### config.mk
export PLATFORM = sky130hd
export DESIGN_NAME = csd_core
export DESIGN_NICKNAME = d
export VERILOG_FILES = /design/src/design/csd_pkg.sv /design/src/design/csd_core.sv /design/src/design/csd_daw.sv /design/src/design/csd_fsel.sv
export SDC_FILE = /design/constraint.sdc
export NUM_CORES = 1
export LEC_CHECK = 0
export BUFFER_PORTS_ARGS = -buffer_cell sky130_fd_sc_hd__buf_2
export CAP_MARGIN = 20
export CORE_UTILIZATION = 50
export CTS_BUF_LIST = sky130_fd_sc_hd__clkbuf_4
export CTS_CLUSTER_DIAMETER = 80
export DETAILED_ROUTE_END_ITERATION = 6
export GPL_ROUTABILITY_DRIVEN = 0
export GPL_TIMING_DRIVEN = 0
export HOLD_SLACK_MARGIN = 0.15
export PLACE_DENSITY = 0.89
export SYNTH_ARGS = -nofsm -noshare
export SYNTH_HDL_FRONTEND = slang
export SYNTH_SLANG_ARGS = --single-unit
### constraint.sdc
create_clock -name I_CLK -period 3.34 [get_ports I_CLK]
set_input_delay 0.334 -clock I_CLK [delete_from_list [all_inputs] [get_ports I_CLK]]
set_output_delay 0.334 -clock I_CLK [all_outputs]
set_load 0.03 [all_outputs]
### src/design/csd_pkg.sv
package csd_pkg;
    // register offsets (byte addresses, one word each)
    localparam logic [7:0] OFS_WORKING_REGISTER_FILE = 8'h00;
    localparam logic [7:0] OFS_STATUS = 8'h04;
    localparam logic [7:0] OFS_BSR = 8'h08;
    localparam logic [7:0] OFS_CTRL = 8'h0C;
    localparam logic [7:0] OFS_SKIPS = 8'h10;
    localparam logic [7:0] OFS_STATE = 8'h14;
    // field positions
    localparam int STATUS_C_BIT = 0;
    localparam int STATUS_DC_BIT = 1;
    localparam int CTRL_RUN_BIT = 0;
    localparam int HTRANS_ACTIVE_BIT = 1;
    localparam int ACC_BIT = 8;
    // reset values
    localparam logic [7:0] WORKING_REGISTER_FILE_RST = 8'h00;
    localparam logic [3:0] BSR_RST = 4'h0;
    localparam logic RUN_RST = 1'b1;
    localparam logic HRESP_OKAY = 1'b0;
    // instruction encodings
    localparam logic [6:0] CPLT_OPC = 7'h30;
    localparam logic [6:0] CPGT_OPC = 7'h32;
    localparam logic [15:0] DAW_WORD = 16'h0007;
    // access bank split
    localparam logic [7:0] ACCESS_SPLIT = 8'h60;
    localparam logic [3:0] ACCESS_LOW_BANK = 4'h0;
    localparam logic [3:0] ACCESS_HIGH_BANK = 4'hF;
    // decimal correction
    localparam logic [3:0] BCD_MAX = 4'h9;
    localparam logic [3:0] BCD_ADJ = 4'h6;
    // idle cycles after a taken skip
    localparam logic [1:0] SKIP_NONE = 2'h0;
    localparam logic [1:0] SKIP_ONE = 2'h1;
    localparam logic [1:0] SKIP_TWO = 2'h2;

    typedef enum logic [3:0] {
        DECODE_PHASE = 4'h1,
        READ_PHASE = 4'h2,
        PROCESS_PHASE = 4'h4,
        WRITEBACK_PHASE = 4'h8
    } csd_phase_t;

    typedef struct packed {
        logic [7:0] w;
        logic c;
    } csd_daw_t;

    typedef struct packed {
        logic lt;
        logic gt;
    } csd_cmp_t;
endpackage

### src/design/csd_core.sv
// The AHB-Lite slave port and the placing of the registers were left to the implementer.
module csd_core
    import csd_pkg::*;
(
    // clock and reset
    input wire logic I_CLK,
    input wire logic I_RESET,
    // ahb-lite slave
    input wire logic I_HSEL,
    input wire logic [31:0] I_HADDR,
    input wire logic [1:0] I_HTRANS,
    input wire logic I_HWRITE,
    input wire logic [2:0] I_HSIZE,
    input wire logic [31:0] I_HWDATA,
    input wire logic I_HREADY,
    output logic [31:0] O_HRDATA,
    output logic O_HREADYOUT,
    output logic O_HRESP,
    // instruction stream from fetch
    input wire logic I_INSTR_VALID,
    input wire logic [15:0] I_INSTR,
    input wire logic I_NEXT_TWO_WORD,
    // data memory
    output logic [11:0] O_DMEM_ADDR,
    output logic O_DMEM_RD,
    input wire logic [7:0] I_DMEM_DATA,
    // core state
    output logic [3:0] O_PHASE,
    output logic O_SKIP,
    output logic O_NOP_CYCLE,
    output logic [7:0] O_W,
    output logic O_CARRY
);
    csd_phase_t phase_q;
    csd_phase_t phase_d;
    logic run_q;
    logic [7:0] w_q;
    logic c_q;
    logic dc_q;
    logic [3:0] bsr_q;
    logic lt_q;
    logic gt_q;
    logic daw_q;
    logic nop_q;
    logic [1:0] skip_left_q;
    logic [1:0] skip_left_d;
    logic [7:0] mem_q;
    logic [7:0] skips_q;
    logic skip_q;
    logic [11:0] dmem_addr_q;
    logic dmem_rd_q;
    logic [31:0] hrdata_q;
    logic wr_pend_q;
    logic [7:0] wr_ofs_q;
    csd_daw_t daw_res;
    csd_cmp_t cmp_res;
    logic [11:0] f_addr;

    // phase and slot decode
    wire ph_dec = run_q && (phase_q == DECODE_PHASE);
    wire ph_read = run_q && (phase_q == READ_PHASE);
    wire ph_proc = run_q && (phase_q == PROCESS_PHASE);
    wire ph_wb = run_q && (phase_q == WRITEBACK_PHASE);
    wire slot_free = (skip_left_q == SKIP_NONE);
    wire take = ph_dec && slot_free && I_INSTR_VALID;
    wire dec_lt = (I_INSTR[15:9] == CPLT_OPC);
    wire dec_gt = (I_INSTR[15:9] == CPGT_OPC);
    wire dec_daw = (I_INSTR == DAW_WORD);
    wire skip_hit = (lt_q && cmp_res.lt) || (gt_q && cmp_res.gt);
    wire daw_wr = ph_wb && daw_q;

    // bus decode
    wire ahb_go = I_HSEL && I_HTRANS[HTRANS_ACTIVE_BIT] && I_HREADY;
    wire [7:0] rofs = I_HADDR[7:0];
    wire wr_w = wr_pend_q && (wr_ofs_q == OFS_WORKING_REGISTER_FILE);
    wire wr_st = wr_pend_q && (wr_ofs_q == OFS_STATUS);
    wire wr_bsr = wr_pend_q && (wr_ofs_q == OFS_BSR);
    wire wr_ctl = wr_pend_q && (wr_ofs_q == OFS_CTRL);
    wire [31:0] rd_word =
        (rofs == OFS_WORKING_REGISTER_FILE) ? {24'h000000, w_q} :
        (rofs == OFS_STATUS) ? {30'h00000000, dc_q, c_q} :
        (rofs == OFS_BSR) ? {28'h0000000, bsr_q} :
        (rofs == OFS_CTRL) ? {31'h00000000, run_q} :
        (rofs == OFS_SKIPS) ? {24'h000000, skips_q} :
        (rofs == OFS_STATE) ? {24'h000000, 1'b0, nop_q, skip_left_q, phase_q} :
        32'h00000000;

    csd_fsel u_fsel (
        .i_faddr(I_INSTR[7:0]),
        .i_access(I_INSTR[ACC_BIT]),
        .i_bsr(bsr_q),
        .i_mem(mem_q),
        .i_w(w_q),
        .o_addr(f_addr),
        .o_cmp(cmp_res)
    );

    csd_daw u_daw (
        .i_w(w_q),
        .i_c(c_q),
        .i_dc(dc_q),
        .o_res(daw_res)
    );

    always_comb begin
        phase_d = phase_q;
        if (run_q) begin
            unique case (phase_q)
                DECODE_PHASE: phase_d = READ_PHASE;
                READ_PHASE: phase_d = PROCESS_PHASE;
                PROCESS_PHASE: phase_d = WRITEBACK_PHASE;
                WRITEBACK_PHASE: phase_d = DECODE_PHASE;
            endcase
        end
    end

    // a taken skip arms one idle cycle, or two over a two-word instruction
    assign skip_left_d = (ph_proc && skip_hit) ? (I_NEXT_TWO_WORD ? SKIP_TWO : SKIP_ONE) :
        (ph_dec && !slot_free) ? skip_left_q - SKIP_ONE : skip_left_q;

    always_ff @(posedge I_CLK) begin
        if (I_RESET) begin
            phase_q <= DECODE_PHASE;
            skip_left_q <= SKIP_NONE;
        end else begin
            phase_q <= phase_d;
            skip_left_q <= skip_left_d;
        end
    end

    // the fetched word is dropped while a skip is pending
    always_ff @(posedge I_CLK) begin
        if (I_RESET) begin
            lt_q <= 1'b0;
            gt_q <= 1'b0;
            daw_q <= 1'b0;
            nop_q <= 1'b0;
        end else if (ph_dec) begin
            lt_q <= take && dec_lt;
            gt_q <= take && dec_gt;
            daw_q <= take && dec_daw;
            nop_q <= !slot_free;
        end
    end

    always_ff @(posedge I_CLK) begin
        if (I_RESET) begin
            dmem_addr_q <= 12'h000;
            dmem_rd_q <= 1'b0;
        end else if (ph_dec) begin
            dmem_addr_q <= f_addr;
            dmem_rd_q <= take && (dec_lt || dec_gt);
        end else if (ph_read) begin
            dmem_rd_q <= 1'b0;
        end
    end

    always_ff @(posedge I_CLK) begin
        if (I_RESET) begin
            mem_q <= 8'h00;
        end else if (ph_read && dmem_rd_q) begin
            mem_q <= I_DMEM_DATA;
        end
    end

    always_ff @(posedge I_CLK) begin
        if (I_RESET) begin
            skip_q <= 1'b0;
            skips_q <= 8'h00;
        end else begin
            skip_q <= ph_proc && skip_hit;
            skips_q <= skips_q + {7'h00, ph_proc && skip_hit};
        end
    end

    // core writeback wins over a bus write landing in the same cycle
    always_ff @(posedge I_CLK) begin
        if (I_RESET) begin
            w_q <= WORKING_REGISTER_FILE_RST;
            c_q <= 1'b0;
        end else if (daw_wr) begin
            w_q <= daw_res.w;
            c_q <= daw_res.c;
        end else begin
            w_q <= wr_w ? I_HWDATA[7:0] : w_q;
            c_q <= wr_st ? I_HWDATA[STATUS_C_BIT] : c_q;
        end
    end

    always_ff @(posedge I_CLK) begin
        if (I_RESET) begin
            dc_q <= 1'b0;
            bsr_q <= BSR_RST;
            run_q <= RUN_RST;
        end else begin
            dc_q <= wr_st ? I_HWDATA[STATUS_DC_BIT] : dc_q;
            bsr_q <= wr_bsr ? I_HWDATA[3:0] : bsr_q;
            run_q <= wr_ctl ? I_HWDATA[CTRL_RUN_BIT] : run_q;
        end
    end

    // zero wait states: read data is prepared in the address phase
    always_ff @(posedge I_CLK) begin
        if (I_RESET) begin
            hrdata_q <= 32'h00000000;
            wr_pend_q <= 1'b0;
            wr_ofs_q <= 8'h00;
        end else begin
            if (ahb_go && !I_HWRITE) begin
                hrdata_q <= rd_word;
            end
            wr_pend_q <= ahb_go && I_HWRITE;
            wr_ofs_q <= ahb_go ? rofs : wr_ofs_q;
        end
    end

    always_ff @(posedge I_CLK) begin
        if (I_RESET) begin
            O_HREADYOUT <= 1'b0;
            O_HRESP <= HRESP_OKAY;
        end else begin
            O_HREADYOUT <= 1'b1;
            O_HRESP <= HRESP_OKAY;
        end
    end

    assign O_HRDATA = hrdata_q;
    assign O_DMEM_ADDR = dmem_addr_q;
    assign O_DMEM_RD = dmem_rd_q;
    assign O_PHASE = phase_q;
    assign O_SKIP = skip_q;
    assign O_NOP_CYCLE = nop_q;
    assign O_W = w_q;
    assign O_CARRY = c_q;
endmodule

### src/design/csd_daw.sv
module csd_daw
    import csd_pkg::*;
(
    // working register and flags
    input wire logic [7:0] i_w,
    input wire logic i_c,
    input wire logic i_dc,
    // corrected value and carry
    output csd_daw_t o_res
);
    logic lo_fix;
    logic hi_fix;
    logic [3:0] lo_res;
    logic [4:0] hi_sum;
    logic [4:0] hi_res;

    assign lo_fix = (i_w[3:0] > BCD_MAX) || i_dc;
    assign lo_res = lo_fix ? i_w[3:0] + BCD_ADJ : i_w[3:0];
    assign hi_sum = {1'b0, i_w[7:4]} + {4'h0, i_dc};
    assign hi_fix = (hi_sum > {1'b0, BCD_MAX}) || i_c;
    assign hi_res = hi_fix ? hi_sum + {1'b0, BCD_ADJ} : hi_sum;
    // carry only ever sets, so a chained BCD add keeps its overflow
    assign o_res.w = {hi_res[3:0], lo_res};
    assign o_res.c = i_c | hi_res[4];
endmodule

### src/design/csd_fsel.sv
module csd_fsel
    import csd_pkg::*;
(
    // operand address
    input wire logic [7:0] i_faddr,
    input wire logic i_access,
    input wire logic [3:0] i_bsr,
    // compare operands
    input wire logic [7:0] i_mem,
    input wire logic [7:0] i_w,
    // results
    output logic [11:0] o_addr,
    output csd_cmp_t o_cmp
);
    logic [3:0] acc_bank;
    logic [8:0] diff;

    assign acc_bank = (i_faddr < ACCESS_SPLIT) ? ACCESS_LOW_BANK : ACCESS_HIGH_BANK;
    assign o_addr = i_access ? {i_bsr, i_faddr} : {acc_bank, i_faddr};
    // borrow out of a 9-bit subtract gives the unsigned order
    assign diff = {1'b0, i_mem} - {1'b0, i_w};
    assign o_cmp.lt = diff[8];
    assign o_cmp.gt = !diff[8] && (diff[7:0] != 8'h00);
endmodule

# [Word-level counts from Yosys, hierarchy flattened]
# Cells that the tools add are included.
[totals] output_inout_bits=62 reg_bits=97
[classes] bitwise=1 n_lt_le_gt_ge=3 n_addsub=6 n_reduce_logical=41 mux=21 n_eq_ne=16
[op_table] op="8-bit two-way mux" n=7
[op_table] op="8-bit by 4-bit == test with 1-bit output, second input constant" n=4
[op_table] op="1-bit logical AND" n=25
[op_table] op="16-bit by 3-bit == test with 1-bit output, second input constant" n=1
[op_table] op="8-bit by 3-bit == test with 1-bit output, second input constant" n=2
[op_table] op="8-bit by 5-bit == test with 1-bit output, second input constant" n=2
[op_table] op="8-bit logical NOT" n=2
[op_table] op="4-bit case mux with 4 select lines" n=1
[op_table] op="7-bit by 6-bit == test with 1-bit output, second input constant" n=2
[op_table] op="12-bit two-way mux" n=1
[op_table] op="8-bit by 8-bit subtractor with 9-bit output" n=1
[op_table] op="8-bit by 1-bit adder with 8-bit output" n=1
[op_table] op="8-bit by 7-bit less-than comparator with 1-bit output, second input constant" n=1
[op_table] op="4-bit two-way mux" n=2
[op_table] op="2-bit nonzero test" n=4
[op_table] op="8-bit nonzero test" n=1
[op_table] op="7-bit two-way mux" n=1
[op_table] op="2-bit two-way mux" n=3
[op_table] op="4-bit by 1-bit adder with 5-bit output" n=1
[op_table] op="5-bit by 3-bit adder with 5-bit output, second input constant" n=1
[op_table] op="5-bit by 4-bit > comparator with 1-bit output, second input constant" n=1
[op_table] op="1-bit two-way mux" n=5
[op_table] op="5-bit two-way mux" n=1
[op_table] op="4-bit by 3-bit adder with 4-bit output, second input constant" n=1
[op_table] op="12 further kinds" n=17

# [Logic depth before layout (Yosys ltp)]
[depth] word_depth=7 mapped_depth=14

# [By module]
# Synthesis repeated with hierarchy kept, for this count alone.
[unflattened] cells_unflattened=519 hier_area_um2=4439.3
[by_module_without_submodules] mod="csd_core" n_inst=1 area_each_um2=3475.8 seq_area_each_um2=1461.4 cells_per_inst=381
[by_module_without_submodules] mod="csd_fsel" n_inst=1 area_each_um2=510.5 seq_area_each_um2=0.0 cells_per_inst=73
[by_module_without_submodules] mod="csd_daw" n_inst=1 area_each_um2=452.9 seq_area_each_um2=0.0 cells_per_inst=65

# [Least setup slack after synthesis]
# No wires, ideal clock.
[synth_path] path_kind="reg-to-reg" from="register w_q[0], in the netlist O_W[0]" to="register skips_q[6]" setup_slack_ns=0.131 t_arrival_ns=3.082 required_time_ns=3.212 path_stages_with_launch=14 cell_sequence="dfxtp_1 -> ha_1 -> fa_1 -> nand2b_1 -> a211oi_2 -> o31a_1 -> o32ai_1 -> or4b_4 -> and2_4 -> ha_1 -> ha_1 -> nand3_1 -> xor2_1 -> nor2_1"
[synth_between] elab_chain_cells=7 elab_cells_between_ends=9 cone_classes="2 x add/sub; 7 x reduce/logical"
[synth_rtl] element="start: declaration" line_no="csd_core.sv:37" rtl="logic [7:0] w_q;"
[synth_rtl] element="start signal: assignment" line_no="csd_core.sv:182" rtl="w_q <= daw_res.w;"
[synth_rtl] element="start signal: assignment" line_no="csd_core.sv:185" rtl="w_q <= wr_w ? I_HWDATA[7:0] : w_q;"
[synth_rtl] element="8-bit by 8-bit subtractor with 9-bit output *" line_no="csd_fsel.sv:21" rtl="assign diff = {1'b0, i_mem} - {1'b0, i_w};"
[synth_rtl] element="8-bit nonzero test / 1-bit logical NOT (equally long branches)" line_no="csd_fsel.sv:23" rtl="assign o_cmp.gt = !diff[8] && (diff[7:0] != 8'h00);"
[synth_rtl] element="1-bit logical AND" line_no="csd_fsel.sv:23"
[synth_rtl] element="1-bit logical AND" line_no="csd_core.sv:69" rtl="wire skip_hit = (lt_q && cmp_res.lt) || (gt_q && cmp_res.gt);"
[synth_rtl] element="1-bit logical OR *" line_no="csd_core.sv:69"
[synth_rtl] element="1-bit logical AND *" line_no="csd_core.sv:172" rtl="skips_q <= skips_q + {7'h00, ph_proc && skip_hit};"
[synth_rtl] element="8-bit by 1-bit adder with 8-bit output *" line_no="csd_core.sv:172"
[synth_rtl] element="end signal: assignment" line_no="csd_core.sv:172"
[synth_rtl] element="end: declaration" line_no="csd_core.sv:48" rtl="logic [7:0] skips_q;"
# Mark *: on every way between the ends. The rest lies on a longest branch, timed or not.
# A chain may end at the register's enable or synchronous reset.

# [Worst setup path after layout]
[layout_path] from="register w_q[2], in the netlist O_W[2]" to="register skips_q[4]"
# The elaborated chain is that of the path after synthesis.

==> results_dict.tcl <==
set metrics [dict create \
    start_util 0.513 \
    yosysWarnings 0 \
    slew_viol_final 0 \
    dp_cells 680 \
    die_w_um 90.8 \
    status "complete, no violations" \
    maxCapViolCount 0 \
    ys_ff_latch 73 \
    via_per_inst 5.58 \
    ant_nets 0 \
    antenna_found_initial 1 \
    cts-root-to-sink-buffers 2 \
    remaining_drc_errors 0 \
    place_ws_ns -0.0859 \
    syn_area_um2 3940 \
    most-common-layout-cells "buf_2, dfxtp_1, nor2_1" \
    nFillCells 647 \
    max_stage_delay_ns 0.58 \
    crit_type "flop to flop" \
    grt_max_degree 14 \
    p_per_area_nw_per_um2 367 \
    grt_pass1_vias 3674 \
    synthToLayoutAreaGrowth_pct 23.0 \
    startpoint_type "flop" \
    vdd_drop_max_v 0.000251 \
    syn_area_per_cell_um2 8.34 \
    crit_fanout 5 \
    yosysTopAreaCell "dfxtp_1" \
    clock_skew_ns 0.0136 \
    place_area_um2 4570 \
    die_h_um 90.8 \
    core-area_um2 7690 \
    synth_edf_count 0 \
    synthDistinctLibCells 61 \
    rsz0062_at_grt "false" \
    drtPass1Iterations 6 \
    crit_path_cell_trace "inv_1 > ha_1 > nor2b_4 > a221oi_2 > xor2_1 > o2111ai_1 > or4b_4 > and2_4 > ha_4 > ha_4 > nand3_1 > xor2_1 > nor2_1" \
    grt_pass1_wl_mm 17.1 \
    synth_top_cell_area_share 0.371 \
    drive_above_1_share 0.256 \
    first_iter_violations 344 \
    synth_flop_cell "dfxtp_1" \
    ys_top_cells_by_area "dfxtp_1, mux2i_1, a21oi_1, nor2_1, ha_1" \
    critPathBufInv 1 \
    period_needed_ns 3.22 \
    p_leak_nw 2.14 \
    design_area_um2 4850 \
    wirelength_mm 10.8 \
    io_buffers 81 \
    final_cell_count_no_fill 704 \
    crit_path_end_kind "flop" \
    yosysSeqAreaShare 0.371 \
    ios 162 \
    cts_buffers 9 \
    gr-total-overflow 0 \
    insertion_delay_ns 0.43 \
    wl_per_cell_um 15.4 \
    finalWorstSetupSlack_ns 0.121 \
    hpwlAfterDp_mm 7.84 \
    num_vias 3926 \
    fin_nets 713 \
    path_clk_slew_ns 0.13 \
    finalHoldViolations 0 \
    cts_tree "built" \
    power_mw 1.78 \
    required_ns 3.65 \
    setup_violations 0 \
    utilization 0.631 \
    max_freq_mhz 311 \
    track_usage 0.260 \
    slew_headroom 0.529 \
    h-tree-depth 3 \
    hp-class "input pin to flop" \
    final_common_cell "buf_2" \
    rows 32 \
    synth_cells 473 \
    dieArea_um2 8250 \
    fin_crit_sh 0.964 \
    ys_async_sr_fraction 0 \
    cpMaxStageDelayCell "or4b_4" \
    crit_family "simple AND/OR/NAND/NOR gates" \
    cp_data_arrival_time_ns 3.53 \
    root_buffer "clkbuf_4" \
    clock_sinks 73 \
    tightest_slew_ns 0.705 \
]
## synth_stat cells (all sizes together), types with 2 or more instances
cell type  number
nand4           2
xor2            5
a21oi          45
nor3b           2
a2111oi         2
nor2           57
nand2b          4
nor3            5
a31oi           2
mux2            6
o211ai          3
buf            26
and3            8
xnor2           6
or4b            2
o21ai          17
a22oi           5
o2111ai         2
a211oi         10
nand2          53
nor4b           4
ha             16
nand3b          2
mux2i          24
dfxtp          73
nor4            6
nor2b           8
o31ai           2
o211a           2
clkbuf         20
and2            3
inv            20
o31a            2
nand3          11
## sequential cells by signal, summed over array words and instances (netlist names), 2 cells and up
register / count
O_HRDATA: 8
mem_q: 8
O_DMEM_ADDR: 12
skip_left_q: 2
skips_q: 8
bsr_q: 4
O_PHASE: 4
O_W: 8
wr_ofs_q: 8
## stage by stage
stage	hold slack (ns)	setup TNS, ns
finish	0.140	0
global route	0.152	0
CTS	0.150	0
detailed placement	0.449	-0.169
global placement	0.441	0
floorplan	0.432	0
## power breakdown
group	internal [mW]	total [mW]	switching (mW)	leakage (nW)
Clock	0.227	0.562	0.335	0.0737
Combinational	0.116	0.307	0.192	1.47
Sequential	0.893	0.911	0.0179	0.594
## path summary, 6_finish.rpt
path / depth (start not counted) / slack, ns / endpoint / from
setup / recovery: 13 / 0.12 / skips_q[4] / O_W[2]
hold reg to reg: 2 / 0.47 / O_DMEM_ADDR[3] / O_DMEM_ADDR[3]
setup reg to reg: 13 / 0.12 / skips_q[4] / O_W[2]
hold / removal: 3 / 0.14 / mem_q[5] / I_DMEM_DATA[5]
## worst register-to-register path: stages, from the launching register on
cell and delay (ns):
dfxtp_1 0.44, inv_1 0.09, ha_1 0.40, nor2b_4 0.17, a221oi_2 0.27, xor2_1 0.19, o2111ai_1 0.12, or4b_4 0.58
and2_4 0.17, ha_4 0.17, ha_4 0.17, nand3_1 0.09, xor2_1 0.18, nor2_1 0.06
## kinds of logic (layout without fill, tap and decap cells)
| kind of cell | Yosys count | after routing | share of synthesized area |
|---|---|---|---|
| buf+inv | 66 | 170 | 0.0869 |
| xor+xnor | 11 | 11 | 0.0244 |
| flops | 73 | 73 | 0.371 |
| simple gates | 171 | 171 | 0.211 |
| fa+ha+maj | 17 | 17 | 0.0558 |
| mux | 31 | 31 | 0.0838 |
| compound gates | 103 | 103 | 0.166 |
| other cells | 1 | 26 | 0.000951 |
## metal layers
| layer | global-route usage | vias up | part of all wire |
|---|---|---|---|
| li1 | - | 1853 | - |
| met1 | 0.308 | 1829 | 0.40 |
| met2 | 0.447 | 201 | 0.49 |
| met3 | 0.0412 | 43 | 0.076 |
| met4 | 0.144 | 0 | 0.033 |
| met5 | 0 | - | 0 |
## cell type report
cell class                 instances  area [µm²]  share of cell area
multi-input combinational        358        2310               0.476
tap                              102         128              0.0263
antenna                            1        2.50            0.000516
clock buffer                       9        67.6              0.0139
clock inverter                     7        68.8              0.0142
sequential                        73        1470               0.303
buffer                            46         268              0.0552
inverter                          20        75.1              0.0155
timing repair buffer              88         465              0.0960
## what timing repair did
action / CTS / global route
endpoints found under the hold margin: 1 / 2
hold buffers: 1 / 2
setup endpoints to repair: 4 / 6
pin swaps: 2 / 3
gates resized for setup: 6 / 12
buffers inserted: 3 / 1
(Power assumes the default switching activity.)
